## src/board_test_pkg.sv

```systemverilog
// constants and carrier types for the board test pin access block
// assumes a 32-bit apb master and a single 250 MHz clock
package board_test_pkg;

  // register byte offsets
  localparam logic [7:0] PIN_SNAP_OFS  = 8'h00;
  localparam logic [7:0] PIN_LOAD_OFS  = 8'h04;
  localparam logic [7:0] MODE_STAT_OFS = 8'h08;

  // snapshot / load packet field positions
  localparam int B0_RESET   = 7;
  localparam int B0_ADDR2   = 6;
  localparam int B0_CS_HI   = 5;
  localparam int B0_CS_LO   = 4;
  localparam int B0_PWRVLD  = 3;
  localparam int B0_ALO_HI  = 2;
  localparam int B0_ALO_LO  = 1;
  localparam int B0_IRQ     = 0;
  localparam int B1_DATA_OE = 15;
  localparam int B1_MODE    = 14;
  localparam int B1_BUSPWR  = 13;
  localparam int B1_DMA_REQUEST_LINE   = 12;
  localparam int B1_IO_READY_LINE   = 11;
  localparam int B1_DMA_ACK_LINE   = 10;
  localparam int B1_RDSTB   = 9;
  localparam int B1_WRSTB   = 8;
  localparam int B2_LSB     = 16;
  localparam int B3_LSB     = 24;

  // mode status fields
  localparam int STAT_TEST_MODE = 0;
  localparam int STAT_PIN_CTL   = 1;
  localparam int STAT_STRAP     = 2;

  // reset values
  localparam logic [31:0] LOAD_RESET = 32'h0000_0000;
  localparam logic [31:0] SNAP_RESET = 32'h0000_0000;

  // sampled levels of the storage-side pins
  typedef struct packed {
    logic        drive_reset_line;
    logic        drive_addr_bit2;
    logic [1:0]  chip_select;
    logic        drive_power_valid;
    logic [1:0]  drive_addr_low;
    logic        drive_irq_line;
    logic        bus_power_drive_enable;
    logic        dma_request_line;
    logic        io_ready_line;
    logic        dma_ack_line;
    logic        read_strobe_line;
    logic        write_strobe_line;
    logic [15:0] drive_data_bus;
  } pins_in_t;

  // driven levels of the storage-side outputs
  typedef struct packed {
    logic        drive_reset_line;
    logic [1:0]  chip_select;
    logic        drive_power_valid;
    logic [1:0]  drive_addr_low;
    logic        dma_ack_line;
    logic        read_strobe_line;
    logic        write_strobe_line;
    logic [15:0] drive_data_bus;
    logic        data_oe;
  } pins_out_t;

  localparam pins_out_t PINS_OUT_RESET = '{
    drive_reset_line:  1'b0,
    chip_select:       2'h3,
    drive_power_valid: 1'b0,
    drive_addr_low:    2'h0,
    dma_ack_line:      1'b1,
    read_strobe_line:  1'b1,
    write_strobe_line: 1'b1,
    drive_data_bus:    16'h0000,
    data_oe:           1'b0
  };

endpackage

```

## src/board_test_pin_access.sv

```systemverilog
// apb-reached pin snapshot and pin load logic for board interconnect test
// assumes pin levels are synchronous to pclk; normal_out comes from the
// regular storage interface logic and is overridden once a load happens
//
// Implementation choices: register access over APB and the register addresses.
`timescale 1ns/100ps

// Functional notes
// - snapshot byte 0 carries control-line levels
// - pins readable any time in test mode
// - bytes 1..3 carry strobes and data
// - load byte 1 bit 7 drives data
// - snapshot byte 1 bit 6 shows mode
// - load enters test mode, sets pins
// - test mode left only by reset
module board_test_pin_access
  import board_test_pkg::*;
(
  input  wire logic        pclk,
  input  wire logic        presetn,
  input  wire logic        psel,
  input  wire logic        penable,
  input  wire logic        pwrite,
  input  wire logic [7:0]  paddr,
  input  wire logic [31:0] pwdata,
  output      logic [31:0] prdata,
  output      logic        pready,
  output      logic        pslverr,
  input  wire pins_in_t    pins_in,
  input  wire pins_out_t   normal_out,
  output      pins_out_t   pins_out,
  output      logic        test_mode
);

  typedef struct packed {
    logic        test_mode;
    logic        pin_ctl;
    logic        strap_done;
    logic        strap_low;
    logic [31:0] load;
    logic [31:0] snap;
    pins_out_t   pins;
    logic [31:0] rdata;
    logic        ready;
    logic        err;
  } state_t;

  state_t st;
  state_t next_st;

  function automatic logic known_addr(input logic [7:0] a);
    known_addr = (a == PIN_SNAP_OFS) || (a == PIN_LOAD_OFS) ||
                 (a == MODE_STAT_OFS);
  endfunction

  function automatic pins_out_t from_load(input logic [31:0] v);
    pins_out_t p;
    p                   = PINS_OUT_RESET;
    p.drive_reset_line  = v[B0_RESET];
    p.chip_select       = v[B0_CS_HI:B0_CS_LO];
    p.drive_power_valid = v[B0_PWRVLD];
    p.drive_addr_low    = v[B0_ALO_HI:B0_ALO_LO];
    p.dma_ack_line      = v[B1_DMA_ACK_LINE];
    p.read_strobe_line  = v[B1_RDSTB];
    p.write_strobe_line = v[B1_WRSTB];
    p.drive_data_bus    = v[B3_LSB+7:B2_LSB];
    p.data_oe           = v[B1_DATA_OE];
    from_load = p;
  endfunction

  logic [31:0] snap_now;
  logic [31:0] stat_word;
  logic [31:0] load_mask;

  always_comb begin
    snap_now              = 32'h0000_0000;
    snap_now[B0_RESET]    = pins_in.drive_reset_line;
    snap_now[B0_ADDR2]    = pins_in.drive_addr_bit2;
    snap_now[B0_CS_HI:B0_CS_LO]   = pins_in.chip_select;
    snap_now[B0_PWRVLD]   = pins_in.drive_power_valid;
    snap_now[B0_ALO_HI:B0_ALO_LO] = pins_in.drive_addr_low;
    snap_now[B0_IRQ]      = pins_in.drive_irq_line;
    snap_now[B1_MODE]     = st.test_mode;
    // byte 1 inputs and data bytes
    snap_now[B1_BUSPWR]   = pins_in.bus_power_drive_enable;
    snap_now[B1_DMA_REQUEST_LINE]    = pins_in.dma_request_line;
    snap_now[B1_IO_READY_LINE]    = pins_in.io_ready_line;
    snap_now[B1_DMA_ACK_LINE]    = pins_in.dma_ack_line;
    snap_now[B1_RDSTB]    = pins_in.read_strobe_line;
    snap_now[B1_WRSTB]    = pins_in.write_strobe_line;
    snap_now[B3_LSB+7:B2_LSB] = pins_in.drive_data_bus;

    stat_word                 = 32'h0000_0000;
    stat_word[STAT_TEST_MODE] = st.test_mode;
    stat_word[STAT_PIN_CTL]   = st.pin_ctl;
    stat_word[STAT_STRAP]     = st.strap_low;

    // read-only positions are dropped from a load
    load_mask = 32'h0000_0000;
    load_mask[B0_RESET]   = 1'b1;
    load_mask[B0_CS_HI:B0_CS_LO]   = 2'h3;
    load_mask[B0_PWRVLD]  = 1'b1;
    load_mask[B0_ALO_HI:B0_ALO_LO] = 2'h3;
    load_mask[B1_DATA_OE] = 1'b1;
    load_mask[B1_DMA_ACK_LINE]   = 1'b1;
    load_mask[B1_RDSTB]   = 1'b1;
    load_mask[B1_WRSTB]   = 1'b1;
    load_mask[B3_LSB+7:B2_LSB] = 16'hFFFF;
  end

  always_comb begin
    next_st = st;
    // pins sampled every cycle, independent of loads
    next_st.snap  = snap_now;
    next_st.ready = 1'b0;
    next_st.err   = 1'b0;

    // strap caught on the first edge after reset release
    if (!st.strap_done) begin
      next_st.strap_done = 1'b1;
      next_st.strap_low  = ~pins_in.drive_reset_line;
      if (!pins_in.drive_reset_line) begin
        next_st.test_mode = 1'b1;
      end
    end

    // setup phase: answer is ready in the first access cycle
    if (psel && !penable) begin
      next_st.ready = 1'b1;
      next_st.err   = ~known_addr(paddr);
      case (paddr)
        PIN_SNAP_OFS:  next_st.rdata = st.snap;
        PIN_LOAD_OFS:  next_st.rdata = st.load;
        MODE_STAT_OFS: next_st.rdata = stat_word;
        default:       next_st.rdata = 32'h0000_0000;
      endcase
    end

    // load enters test mode and takes pin control
    if (psel && penable && st.ready && pwrite &&
        paddr == PIN_LOAD_OFS) begin
      next_st.load      = pwdata & load_mask;
      next_st.test_mode = 1'b1;
      next_st.pin_ctl   = 1'b1;
    end

    // test mode and pin control never clear here
    // outputs follow the last load under pin_ctl, normal_out before that
    // data_oe from the load packet high bit of byte 1
    if (next_st.pin_ctl) begin
      next_st.pins = from_load(next_st.load);
    end else begin
      next_st.pins = normal_out;
    end
  end

  always_ff @(posedge pclk or negedge presetn) begin
    if (!presetn) begin
      st <= '{
        test_mode:  1'b0,
        pin_ctl:    1'b0,
        strap_done: 1'b0,
        strap_low:  1'b0,
        load:       LOAD_RESET,
        snap:       SNAP_RESET,
        pins:       PINS_OUT_RESET,
        rdata:      32'h0000_0000,
        ready:      1'b0,
        err:        1'b0
      };
    end else begin
      st <= next_st;
    end
  end

  assign prdata    = st.rdata;
  assign pready    = st.ready;
  assign pslverr   = st.err;
  assign pins_out  = st.pins;
  assign test_mode = st.test_mode;

endmodule

```

## config.mk

```make
export PLATFORM = sky130hd
export DESIGN_NAME = board_test_pin_access
export DESIGN_NICKNAME = d
export VERILOG_FILES = /design/src/board_test_pkg.sv /design/src/board_test_pin_access.sv
export SDC_FILE = /design/constraint.sdc
export NUM_CORES = 1
export LEC_CHECK = 0
export BUFFER_PORTS_ARGS = -buffer_cell sky130_fd_sc_hd__buf_2
export CORE_ASPECT_RATIO = 0.7
export CORE_MARGIN = 2
export CORE_UTILIZATION = 50
export DETAILED_ROUTE_END_ITERATION = 8
export GPL_TIMING_DRIVEN = 1
export PLACE_DENSITY_LB_ADDON = 0.25
export SLEW_MARGIN = 0
export SYNTH_ARGS = -nofsm -noshare
export SYNTH_HDL_FRONTEND = slang
export SYNTH_SLANG_ARGS = --single-unit
```

## constraint.sdc

```tcl
create_clock -name pclk -period 1.79 [get_ports pclk]
set_input_delay 0.358 -clock pclk [delete_from_list [all_inputs] [get_ports pclk]]
set_output_delay 0.358 -clock pclk [all_outputs]
set_load 0.01 [all_outputs]
```

# Word-level counts from Yosys, hierarchy flattened
# Index checks and enable logic that the tools add are counted.
[totals] wordCells=41 latchBits=0 ram_bits=0 n_memories=0 inputBits=101 romBits=0 register_bits=121 out_inout_bits=61
[classes] n_reduce_logical=10 mux=7 n_addsub=0 n_div=0 magnitude_cmp=0 eq_ne=4 bitwise=2 mul=0 shift=0
[ops] cell="$pmux W32 S3" count=1
[ops] cell="$mux W32" count=1
[ops] cell="$mux W26" count=1
[ops] cell="$eq A8 B3 Y1 const B" count=1
[ops] cell="$eq A8 B4 Y1 const B" count=1
[ops] cell="$logic_not A8 Y1" count=1
[ops] cell="$logic_and A1 B1 Y1" count=5
[ops] cell="$mux W2" count=2
[ops] cell="$ne A2 B1 Y1 const B" count=2
[ops] cell="$logic_or A1 B1 Y1" count=2
[ops] cell="$mux W1" count=2
[ops] cell="$not A1 Y1" count=2
[ops] cell="$reduce_and A2 Y1" count=1
[ops] cell="$logic_not A1 Y1" count=1

# Logic depth before layout (Yosys ltp)
# Gate-level depths: netlist of the first run.
[logic_depth] word_depth=6 mapped_depth=6 mapped_depth_nobuf=4

# Worst setup path after synthesis of the first run
# No wires, ideal clock.
[synth_timing] path_kind="register -> register" from="register st[126] (netlist bit)" to="register st (netlist bit pins_out[10])" arrival_time_ps=1451 setup_slack_ps=214 n_path_buf=2 setup_ps=125 period_less_slack_ps=1576 stages_incl_launch_ff=5 t_required_ps=1665 cell_sequence="dfrtp_1 -> buf_2 -> buf_1 -> mux2_2 -> mux2_2"
[synth_rtl] element="from (decl)" line="board_test_pin_access.sv:48" source="state_t st;"
[synth_rtl] element="from (signal assigned)" line="board_test_pin_access.sv:159" source="st <= '{"
[synth_rtl] element="from (signal assigned)" line="board_test_pin_access.sv:172" source="st <= next_st;"

==> results of run 1 <==
[cell families after synthesis]
group	Yosys count	synth area share (%)
AOI/OAI and AO/OA	35	4.76
buffers and inverters	82	10.8
and+or+nand+nor	54	4.92
muxes	105	21.8
other	1	0.0713
DFF	121	57.7
[Yosys cell counts]
library cell / number / area (µm²)
dfrtp_1: 116 / 2900
mux2_2: 78 / 878
buf_4: 58 / 435
nand2_1: 41 / 154
mux2i_1: 27 / 270
o31ai_1: 25 / 188
clkbuf_1: 11 / 41.3
o21ai_0: 6 / 30.0
buf_6: 5 / 56.3
dfstp_2: 5 / 131
nor2_1: 4 / 15.0
buf_1: 3 / 11.3
buf_2: 3 / 15.0
a2bb2oi_1: 2 / 17.5
inv_1: 2 / 7.51
nand2b_1: 2 / 12.5
nand3_1: 2 / 10.0
a31oi_1: 1 / 6.26
and4_1: 1 / 8.76
conb_1: 1 / 3.75
nand4_4: 1 / 21.3
nor2b_1: 1 / 6.26
nor3_2: 1 / 10.0
nor4_4: 1 / 21.3
o41ai_1: 1 / 8.76
[metal layers]
layer	global-route usage [%]	part of all wire, %	vias to the layer above
met4	8.33	0.99	0
met3	6.49	6.4	7
met5	0	0	-
met1	25.1	43	1606
met2	32.6	49	98
li1	-	-	1536
[repair_timing]
item | 4_1_cts | 5_1_grt
endpoints found under the setup margin | 0 | 0
gates resized for setup | 0 | 0
hold buffers | 1 | 0
hold endpoints to repair | 15 | 0
[sequential cells by signal (all words and copies together), names as in the netlist]
signal     count
prdata        32
pready         1
pslverr        1
pins_out      26
st            60
test_mode      1
[layout by cell type (no fill, tap or decap), types with 2 or more instances in the layout]
| master | instances |
|---|---|
| inv_1 | 2 |
| nand3_1 | 2 |
| buf_4 | 13 |
| clkinvlp_4 | 4 |
| clkinv_2 | 5 |
| dfrtp_1 | 116 |
| nor2_1 | 4 |
| clkbuf_8 | 3 |
| dfstp_2 | 5 |
| nand2_1 | 41 |
| buf_2 | 154 |
| buf_12 | 4 |
| clkbuf_16 | 17 |
| a2bb2oi_1 | 2 |
| mux2_2 | 78 |
| o31ai_1 | 25 |
| o21ai_0 | 6 |
| mux2i_1 | 27 |
| bufinv_16 | 2 |
[metrics by stage]
stage | power [mW] | area (µm²) | util [%] | setup WS, ns
after CTS | 6.69 | 6420 | 62.5 | 0.312
after floorplan | 3.09 | 5260 | - | 0.214
final | 6.60 | 6420 | 62.5 | 0.312
after global routing | 6.84 | 6420 | 62.5 | 0.272
after detailed placement | 3.30 | 5820 | 56.6 | 0.112
after global placement | 3.29 | 5820 | 56.6 | 0.182
[worst paths after layout]
path	start	endpoint	slack, ns	cells past startpoint
min in group asynchronous	presetn	st[97]	0.39	2
max reg2reg	pready	st[101]	0.31	4
max	pready	st[101]	0.31	4
min reg2reg	test_mode	st[74]	0.45	0
max in group asynchronous	presetn	pins_out[23]	0.78	3
min	pins_in[28]	st[66]	0.05	1
[worst register-to-register path: stages, from the launching register on]
cell and delay, ns:
dfrtp_1 0.37, and4_1 0.23, nand4_4 0.12, buf_4 0.26
mux2_2 0.38
[power groups by stage]
stage / sequential, mW / combinational [mW] / clock (mW)
after detailed placement: 2.89 / 0.417 / 0
after global routing: 2.84 / 0.458 / 3.54
after global placement: 2.88 / 0.405 / 0
after CTS: 2.84 / 0.422 / 3.43
final: 2.84 / 0.413 / 3.35
after floorplan: 2.88 / 0.208 / 0
[layout make-up]
type                    instances  share of cell area [%]
clock buffers                  20                    7.27
clock inverters                12                    1.93
inverters                       2                   0.117
multi-input cells             195                    25.9
flip-flops and latches        121                    47.3
well taps                     132                    2.57
repair buffers                172                    14.9
==> run_results.csv, run 1 <==
group,metric,value,unit
synthesis,synthCells,398,
run,maxCapViolCount,0,
sta,finalHoldViolCount,0,
power_and_ir_drop,p_sw,1.44,mW
clock_network,clk_pin_slew,0.06,ns
placed_design,routabilityCongestion,0.794,
sta,setup_tns,0,ns
synthesis,ys_ff_latch,121,
layout,fillCellCount,814,
global_routing,antenna_found_initial,0,
worst_setup_path,path_cells,"and4_1 > nand4_4 > buf_4 > mux2_2",
worst_setup_path,critical_path_class,"reg2reg",
clock_network,cts_buffers,17,
synthesis,netlist_area,0.00526,mm²
outcome,outcome,"finished clean",
power_and_ir_drop,clkPwrFrac,50.7,%
worst_setup_path,worstPathRequired,2.07,ns
floorplanning,io_pins,162,
global_routing,grt_pass1_vias,3470,
clock_network,clk_latency,0.41,ns
layout,stdcell_count,654,
worst_setup_path,endpoint_kind,"flip-flop",
floorplanning,die_x,127,µm
global_routing,grt_overflow,0,
routing,drtIter0Drc,141,
sta,rsz0062_at_grt,"no",
power_and_ir_drop,p_int,5.16,mW
placed_design,numPortBuffers,155,
clock_network,post_cts_buffers,0,
global_routing,grtUsageTotal,20.2,%
worst_setup_path,cp_slowest_cell,"dfrtp_1",
layout,fin_nets,610,
placed_design,dpl.cell_count,621,
global_routing,grt_max_degree,50,
layout,diodes,0,
sta,finalCritPeriodShare,82.6,%
routing,wire_per_inst,16.7,µm
routing,num_vias,3247,
worst_setup_path,cp_max_fo,17,
worst_setup_path,arrival,1.76,ns
synthesis,ys_seq_area_share,57.7,%
power_and_ir_drop,p_leak,3.24,nW
synthesis,syn_avg_cell_area,13.2,µm²
sta,final-setup-viol-count,0,
sta,drv_slew,0,
routing,dr.pass1.iters,4,
clock_network,clkSinkCount,121,
routing,drc,0,
sta,fmax,0.677,GHz
worst_setup_path,start_kind,"flip-flop",
power_and_ir_drop,seq_power_share,43.0,%
floorplanning,initial_core_util,51.2,%
hold_path,hold_class,"in2reg",
worst_setup_path,cpPeakStageDelay,0.37,ns
global_routing,grt_pass1_wl,17600,µm
power_and_ir_drop,pwr-share-comb,6.3,%
power_and_ir_drop,p_per_area,1030,mW/mm²
power_and_ir_drop,ir_drop,0.000922,V
synthesis,synth.distinct_cells,25,
synthesis,yosys_warnings,0,
sta,timing.hold.ws,0.0493,ns
clock_network,clockBufferDepth,2,
floorplanning,fp-row-count,31,
placed_design,hpwlAfterDp,7640,µm
sta,min_period,1.48,ns
routing,vias_per_cell,4.96,
layout,syn_to_final_growth,22.0,%
layout,multi_input_area,0.00166,mm²
clock_network,cts_tree,"yes",
routing,drt-total-wl,11000,µm
sta,fin_worst_skew,0.00883,ns
power_and_ir_drop,switching_share,21.8,%
worst_setup_path,critical-path-top-delay-family,"flip-flops",
synthesis,mappedNetlistNets,499,
routing,drtAntennaViolNets,0,
floorplanning,die_y,89.8,µm
worst_setup_path,path_buf_inv,1,
floorplanning,die-area,0.0114,mm²
floorplanning,fp.coreArea,0.0103,mm²
clock_network,root_buffer,"clkbuf_16",
clock_network,htree_levels,4,
layout,ff_latch_area,0.00303,mm²
layout,layout-drive-gt1-share,55.6,%
Note: power is estimated with default switching activity, not from simulation.
==> inputs of run 2 (changes only) <==
--- a/config.mk
+++ b/config.mk
@@ -8,7 +8,7 @@
 export BUFFER_PORTS_ARGS = -buffer_cell sky130_fd_sc_hd__buf_2
 export CORE_ASPECT_RATIO = 0.7
 export CORE_MARGIN = 2
-export CORE_UTILIZATION = 50
+export CORE_UTILIZATION = 46
 export DETAILED_ROUTE_END_ITERATION = 8
 export GPL_TIMING_DRIVEN = 1
 export PLACE_DENSITY_LB_ADDON = 0.25
==> constraint.sdc (replaced) <==
create_clock -name pclk -period 1.3 [get_ports pclk]
set_input_delay 0.26 -clock pclk [delete_from_list [all_inputs] [get_ports pclk]]
set_output_delay 0.26 -clock pclk [all_outputs]
set_load 0.01 [all_outputs]
==> run 2 against run 1 <==
Global-route usage grew 0.18 points; setup slack lost 0.47 ns; critical path depth grew 1; combinational power grew 61%; clock skew shrank 0.0019 ns; via count grew 6.2%; the run now ends with negative setup slack left; maximum frequency grew 1.4%; cell count grew 10%.
==> run_results.csv, run 2 (synthesis gave the netlist of run 1 again) <==
group,metric,value,unit
layout,layout-drive-gt1-share,53.8,%
power_and_ir_drop,ir_drop,0.000888,V
clock_network,clk_pin_slew,0.06,ns
floorplanning,fp-row-count,32,
outcome,outcome,"complete, but fails checks",
worst_setup_path,arrival,1.74,ns
layout,final_common_cell,"buf_2",
placed_design,hpwlAfterDp,7820,µm
sta,final-setup-viol-count,52,
global_routing,grt_max_degree,37,
global_routing,grt_most_used_layer,"met2",
worst_setup_path,endpoint_kind,"flip-flop",
global_routing,grt_overflow,0,
power_and_ir_drop,p_leak,3.54,nW
layout,final_cell_mix,"buf_2 (149), dfrtp_1 (116), mux2_2 (78)",
routing,drtAntennaViolNets,0,
routing,vias_per_cell,4.77,
layout,largest_reg_flops,60,
worst_setup_path,start_kind,"flip-flop",
sta,finalHoldViolCount,0,
placed_design,routabilityCongestion,0.746,
sta,drv_slew,0,
hold_path,hold_class,"in2reg",
worst_setup_path,critical_path_class,"reg2reg",
floorplanning,die_x,132,µm
layout,fillCellCount,870,
routing,drc,0,
global_routing,grt_util_met1,26.4,%
sta,fmax,0.686,GHz
global_routing,grt_pass1_vias,3622,
routing,num_vias,3447,
layout,utilization,63.6,%
clock_network,clockBufferDepth,2,
clock_network,cts_buffers,17,
floorplanning,initial_core_util,47.5,%
sta,rsz0062_at_grt,"yes",
clock_network,htree_levels,4,
sta,fin_worst_skew,0.00697,ns
routing,drtIter0Drc,109,
sta,setup_slack,-0.158,ns
floorplanning,fp.coreArea,0.0111,mm²
placed_design,numPortBuffers,155,
power_and_ir_drop,p_per_area,1330,mW/mm²
layout,fin_nets,657,
outcome,violations,"negative setup slack",
global_routing,use_met3,8.13,%
routing,wire_per_inst,16.5,µm
routing,dr.pass1.iters,4,
clock_network,root_buffer,"clkbuf_16",
floorplanning,io_pins,162,
worst_setup_path,cp_max_fo,5,
sta,min_period,1.46,ns
layout,syn_to_final_growth,34.0,%
worst_setup_path,worstPathRequired,1.58,ns
global_routing,grtUsageMet2,32.2,%
global_routing,grt_pass1_wl,18800,µm
floorplanning,die-area,0.0123,mm²
run,maxCapViolCount,0,
floorplanning,die_y,93.5,µm
layout,largest_register,"st",
layout,diodes,0,
power_and_ir_drop,finalPower,9.40,mW
routing,drt-total-wl,11900,µm
clock_network,cts_tree,"yes",
clock_network,clkSinkCount,121,
global_routing,antenna_found_initial,0,
global_routing,grtUsageTotal,20.4,%
clock_network,clk_latency,0.40,ns
sta,finalCritPeriodShare,112,%
## run 2: layer usage
layer,share of wire (%),vias up
li1,-,1638
met2,46,120
met4,0.44,0
met3,7.4,6
met1,46,1683
met5,0,-
## run 2: cell type report
class                   instances  area (µm²)  area share (%)
flip-flops and latches        121        3030            43.0
multi-input cells             195        1680            23.8
repair buffers                219        1520            21.6
clock buffers                  25         505            7.17
well taps                     153         191            2.72
clock inverters                 7         113            1.60
inverters                       2        7.51           0.106
## run 2: stage by stage
| step | TNS (ns) | area (µm²) | std cells | hold slack (ns) | setup WS, ns |
|---|---|---|---|---|---|
| 2_1_floorplan | -8.21 | 5270 | 398 | -0.0356 | -0.151 |
| 3_3_place_gp | -15.31 | 5900 | 650 | 0.211 | -0.208 |
| 3_5_place_dp | -18.23 | 5900 | 650 | 0.218 | -0.302 |
| 4_1_cts | -6.91 | 7010 | 721 | 0.0867 | -0.149 |
| 5_1_grt | -9.38 | 7050 | 722 | 0.0782 | -0.199 |
| 6_report | -6.95 | 7050 | 722 | 0.103 | -0.158 |
## run 2: final timing paths
check	depth (start not counted)	end	startpoint	slack, ns
max in group asynchronous	3	st[90]	presetn	0.39
min	2	pins_out[22]	pwdata[3]	0.10
max reg2reg	5	st[116]	pready	-0.16
min in group asynchronous	2	prdata[9]	presetn	0.34
max	5	st[116]	pready	-0.16
min reg2reg	0	st[74]	test_mode	0.46
## run 2: power by group
part,internal [mW],switching (mW),total [mW]
Clock,3.26,1.57,4.83
Sequential,3.88,0.0338,3.91
Combinational,0.352,0.311,0.663
## run 2: worst max-delay path: stages (launching register included)
cell and delay [ns]:
dfrtp_1 0.36, and4_4 0.24, nand4_4 0.12, buf_12 0.19, clkbuf_16 0.16, mux2_2 0.26
## run 2: what timing repair did
item,in CTS,in global routing
endpoints found under the setup margin,55,58
hold endpoints to repair,48,0
pin swaps,2,0
cloned,4,1
hold buffers,31,0
gates resized for setup,11,3
setup buffers,4,0
==> inputs of run 3 (changes only) <==
--- a/config.mk
+++ b/config.mk
@@ -9,7 +9,9 @@
 export CORE_ASPECT_RATIO = 0.7
 export CORE_MARGIN = 2
 export CORE_UTILIZATION = 46
+export CTS_CLUSTER_DIAMETER = 120
 export DETAILED_ROUTE_END_ITERATION = 8
+export GPL_ROUTABILITY_DRIVEN = 1
 export GPL_TIMING_DRIVEN = 1
 export PLACE_DENSITY_LB_ADDON = 0.25
 export SLEW_MARGIN = 0
==> constraint.sdc (replaced) <==
create_clock -name pclk -period 1.2 [get_ports pclk]
set_input_delay 0.24 -clock pclk [delete_from_list [all_inputs] [get_ports pclk]]
set_output_delay 0.24 -clock pclk [all_outputs]
set_load 0.01 [all_outputs]
==> run 3 against run 2 <==
The run still ends with negative setup slack left; count of clock-buffer cells in the layout is the same; utilization up 2.8 points; clock power up 12%; critical path depth stayed put; via count rose by 1.4%; cell count is 2.2% higher; critical path type unchanged; power rose by 10%; largest power group unchanged; maximum frequency up 0.61%.
==> run_results.csv, run 3 (synthesis gave the netlist of run 1 again) <==
group,metric,value,unit
outcome,outcome,"complete, but fails checks",
outcome,violations,"negative setup slack",
power_and_ir_drop,p_sw,2.09,mW
global_routing,grtUsageTotal,20.7,%
floorplanning,die_y,93.5,µm
worst_setup_path,worstPathRequired,1.48,ns
sta,final-setup-viol-count,59,
clock_network,cts_buffers,17,
global_routing,antenna_found_initial,0,
layout,ff_latch_area,0.00303,mm²
layout,multi_input_area,0.00177,mm²
floorplanning,initial_core_util,47.5,%
clock_network,clk_pin_slew,0.05,ns
layout,largest_register,"st",
placed_design,hpwlAfterDp,7840,µm
layout,utilization,66.3,%
worst_setup_path,path_cells,"and4_4 > nand4_4 > buf_12 > buf_12 > mux2_2",
run,maxCapViolCount,0,
clock_network,htree_levels,4,
clock_network,clkSinkCount,121,
worst_setup_path,cp_slowest_cell,"dfrtp_1",
power_and_ir_drop,switching_share,20.1,%
routing,drt-total-wl,12200,µm
worst_setup_path,cpPeakStageDelay,0.35,ns
sta,finalHoldViolCount,0,
global_routing,grt_pass1_vias,3722,
power_and_ir_drop,p_leak,3.67,nW
layout,stdcell_count,738,
placed_design,dpl.cell_count,651,
floorplanning,die-area,0.0123,mm²
routing,wire_per_inst,16.6,µm
placed_design,dp_slack,-0.421,ns
power_and_ir_drop,finalPower,10.4,mW
layout,final_common_cell,"buf_2",
power_and_ir_drop,seq_power_share,40.8,%
routing,drc,0,
layout,fillCellCount,832,
clock_network,cts_tree,"yes",
floorplanning,fp-row-count,32,
worst_setup_path,endpoint_kind,"flip-flop",
worst_setup_path,start_kind,"flip-flop",
power_and_ir_drop,p_int,8.30,mW
worst_setup_path,cp_max_fo,13,
sta,min_period,1.45,ns
routing,drtAntennaViolNets,0,
power_and_ir_drop,p_per_area,1410,mW/mm²
sta,fin_worst_skew,0.00831,ns
layout,syn_to_final_growth,39.8,%
worst_setup_path,critical_path_class,"reg2reg",
global_routing,grt_max_degree,41,
floorplanning,fp.coreArea,0.0111,mm²
floorplanning,die_x,132,µm
sta,finalCritPeriodShare,121,%
routing,num_vias,3496,
hold_path,hold_class,"in2reg",
clock_network,clk_latency,0.40,ns
worst_setup_path,arrival,1.73,ns
sta,drv_slew,0,
layout,largest_reg_flops,60,
routing,dr.pass1.iters,4,
layout,layout-drive-gt1-share,57.2,%
routing,vias_per_cell,4.74,
sta,setup_slack,-0.249,ns
power_and_ir_drop,ir_drop,0.00106,V
layout,fin_nets,672,
routing,drtIter0Drc,138,
sta,rsz0062_at_grt,"yes",
clock_network,clockBufferDepth,2,
global_routing,grt_pass1_wl,19200,µm
clock_network,root_buffer,"clkbuf_16",
worst_setup_path,worst_path_most_repeated_cell,"buf_12",
layout,final_cell_mix,"buf_2 (141), dfrtp_1 (116), mux2_2 (77)",
sta,fmax,0.690,GHz
power_and_ir_drop,clkPwrFrac,51.8,%
placed_design,routabilityCongestion,0.759,
floorplanning,io_pins,162,
power_and_ir_drop,pwr-share-comb,7.3,%
global_routing,grt_overflow,0,
placed_design,numPortBuffers,155,
run 3: layout make-up:
| type | instances | area share, % |
|---|---|---|
| sequential | 121 | 41.2 |
| inverter | 2 | 0.102 |
| timing repair buffer | 234 | 23.4 |
| antenna | 1 | 0.0340 |
| multi-input combinational | 195 | 24.0 |
| clock inverter | 7 | 1.87 |
| tap | 153 | 2.60 |
| clock buffer | 25 | 6.73 |
run 3: worst paths after layout:
check,startpoint,slack [ns],to,depth (start not counted)
setup / recovery,pready,-0.25,st[117],5
hold / removal,pwdata[18],0.08,pins_out[3],2
setup reg to reg,pready,-0.25,st[117],5
hold reg to reg,prdata[13],0.47,prdata[13],2
max in group asynchronous,presetn,0.40,st[89],3
min in group asynchronous,presetn,0.21,st[96],2
run 3: timing repair:
item,4_1_cts,5_1_grt
cloned,3,0
setup endpoints to repair,61,102
resized for setup,15,26
pin swaps,3,1
buffers inserted,5,16
endpoints found under the hold margin,148,0
hold buffers,31,0
run 3: per-layer routing:
| metal | track usage (%) | vias up | wire length (µm) |
|---|---|---|---|
| li1 | - | 1667 | - |
| met1 | 26.2 | 1695 | 5520 |
| met2 | 33.0 | 121 | 5720 |
| met3 | 7.43 | 13 | 837 |
| met4 | 7.52 | 0 | 147 |
| met5 | 0 | - | 0 |
run 3: metrics by stage:
step / setup TNS, ns / area, µm² / hold WS [ns]
after floorplan: -13.94 / 5270 / -0.0556
after global placement: -25.98 / 5980 / 0.0786
after detailed placement: -28.45 / 5980 / 0.0844
after CTS: -11.53 / 7120 / 0.0638
after global routing: -13.45 / 7350 / 0.0610
final: -11.18 / 7360 / 0.0765
run 3: worst max-delay path: cells and delay by family (launching register included):
kind	cells	cell delay, ns
and+or+nand+nor	2	0.36
buffers and inverters	2	0.33
muxes	1	0.28
DFF	1	0.35
run 3: power groups by stage:
stage / clock network (mW) / logic [mW] / registers, mW
floorplan: 0 / 0.313 / 4.30
global placement: 0 / 0.645 / 4.30
detailed placement: 0 / 0.661 / 4.30
CTS: 5.46 / 0.755 / 4.24
global route: 5.70 / 0.838 / 4.25
finish: 5.39 / 0.763 / 4.24
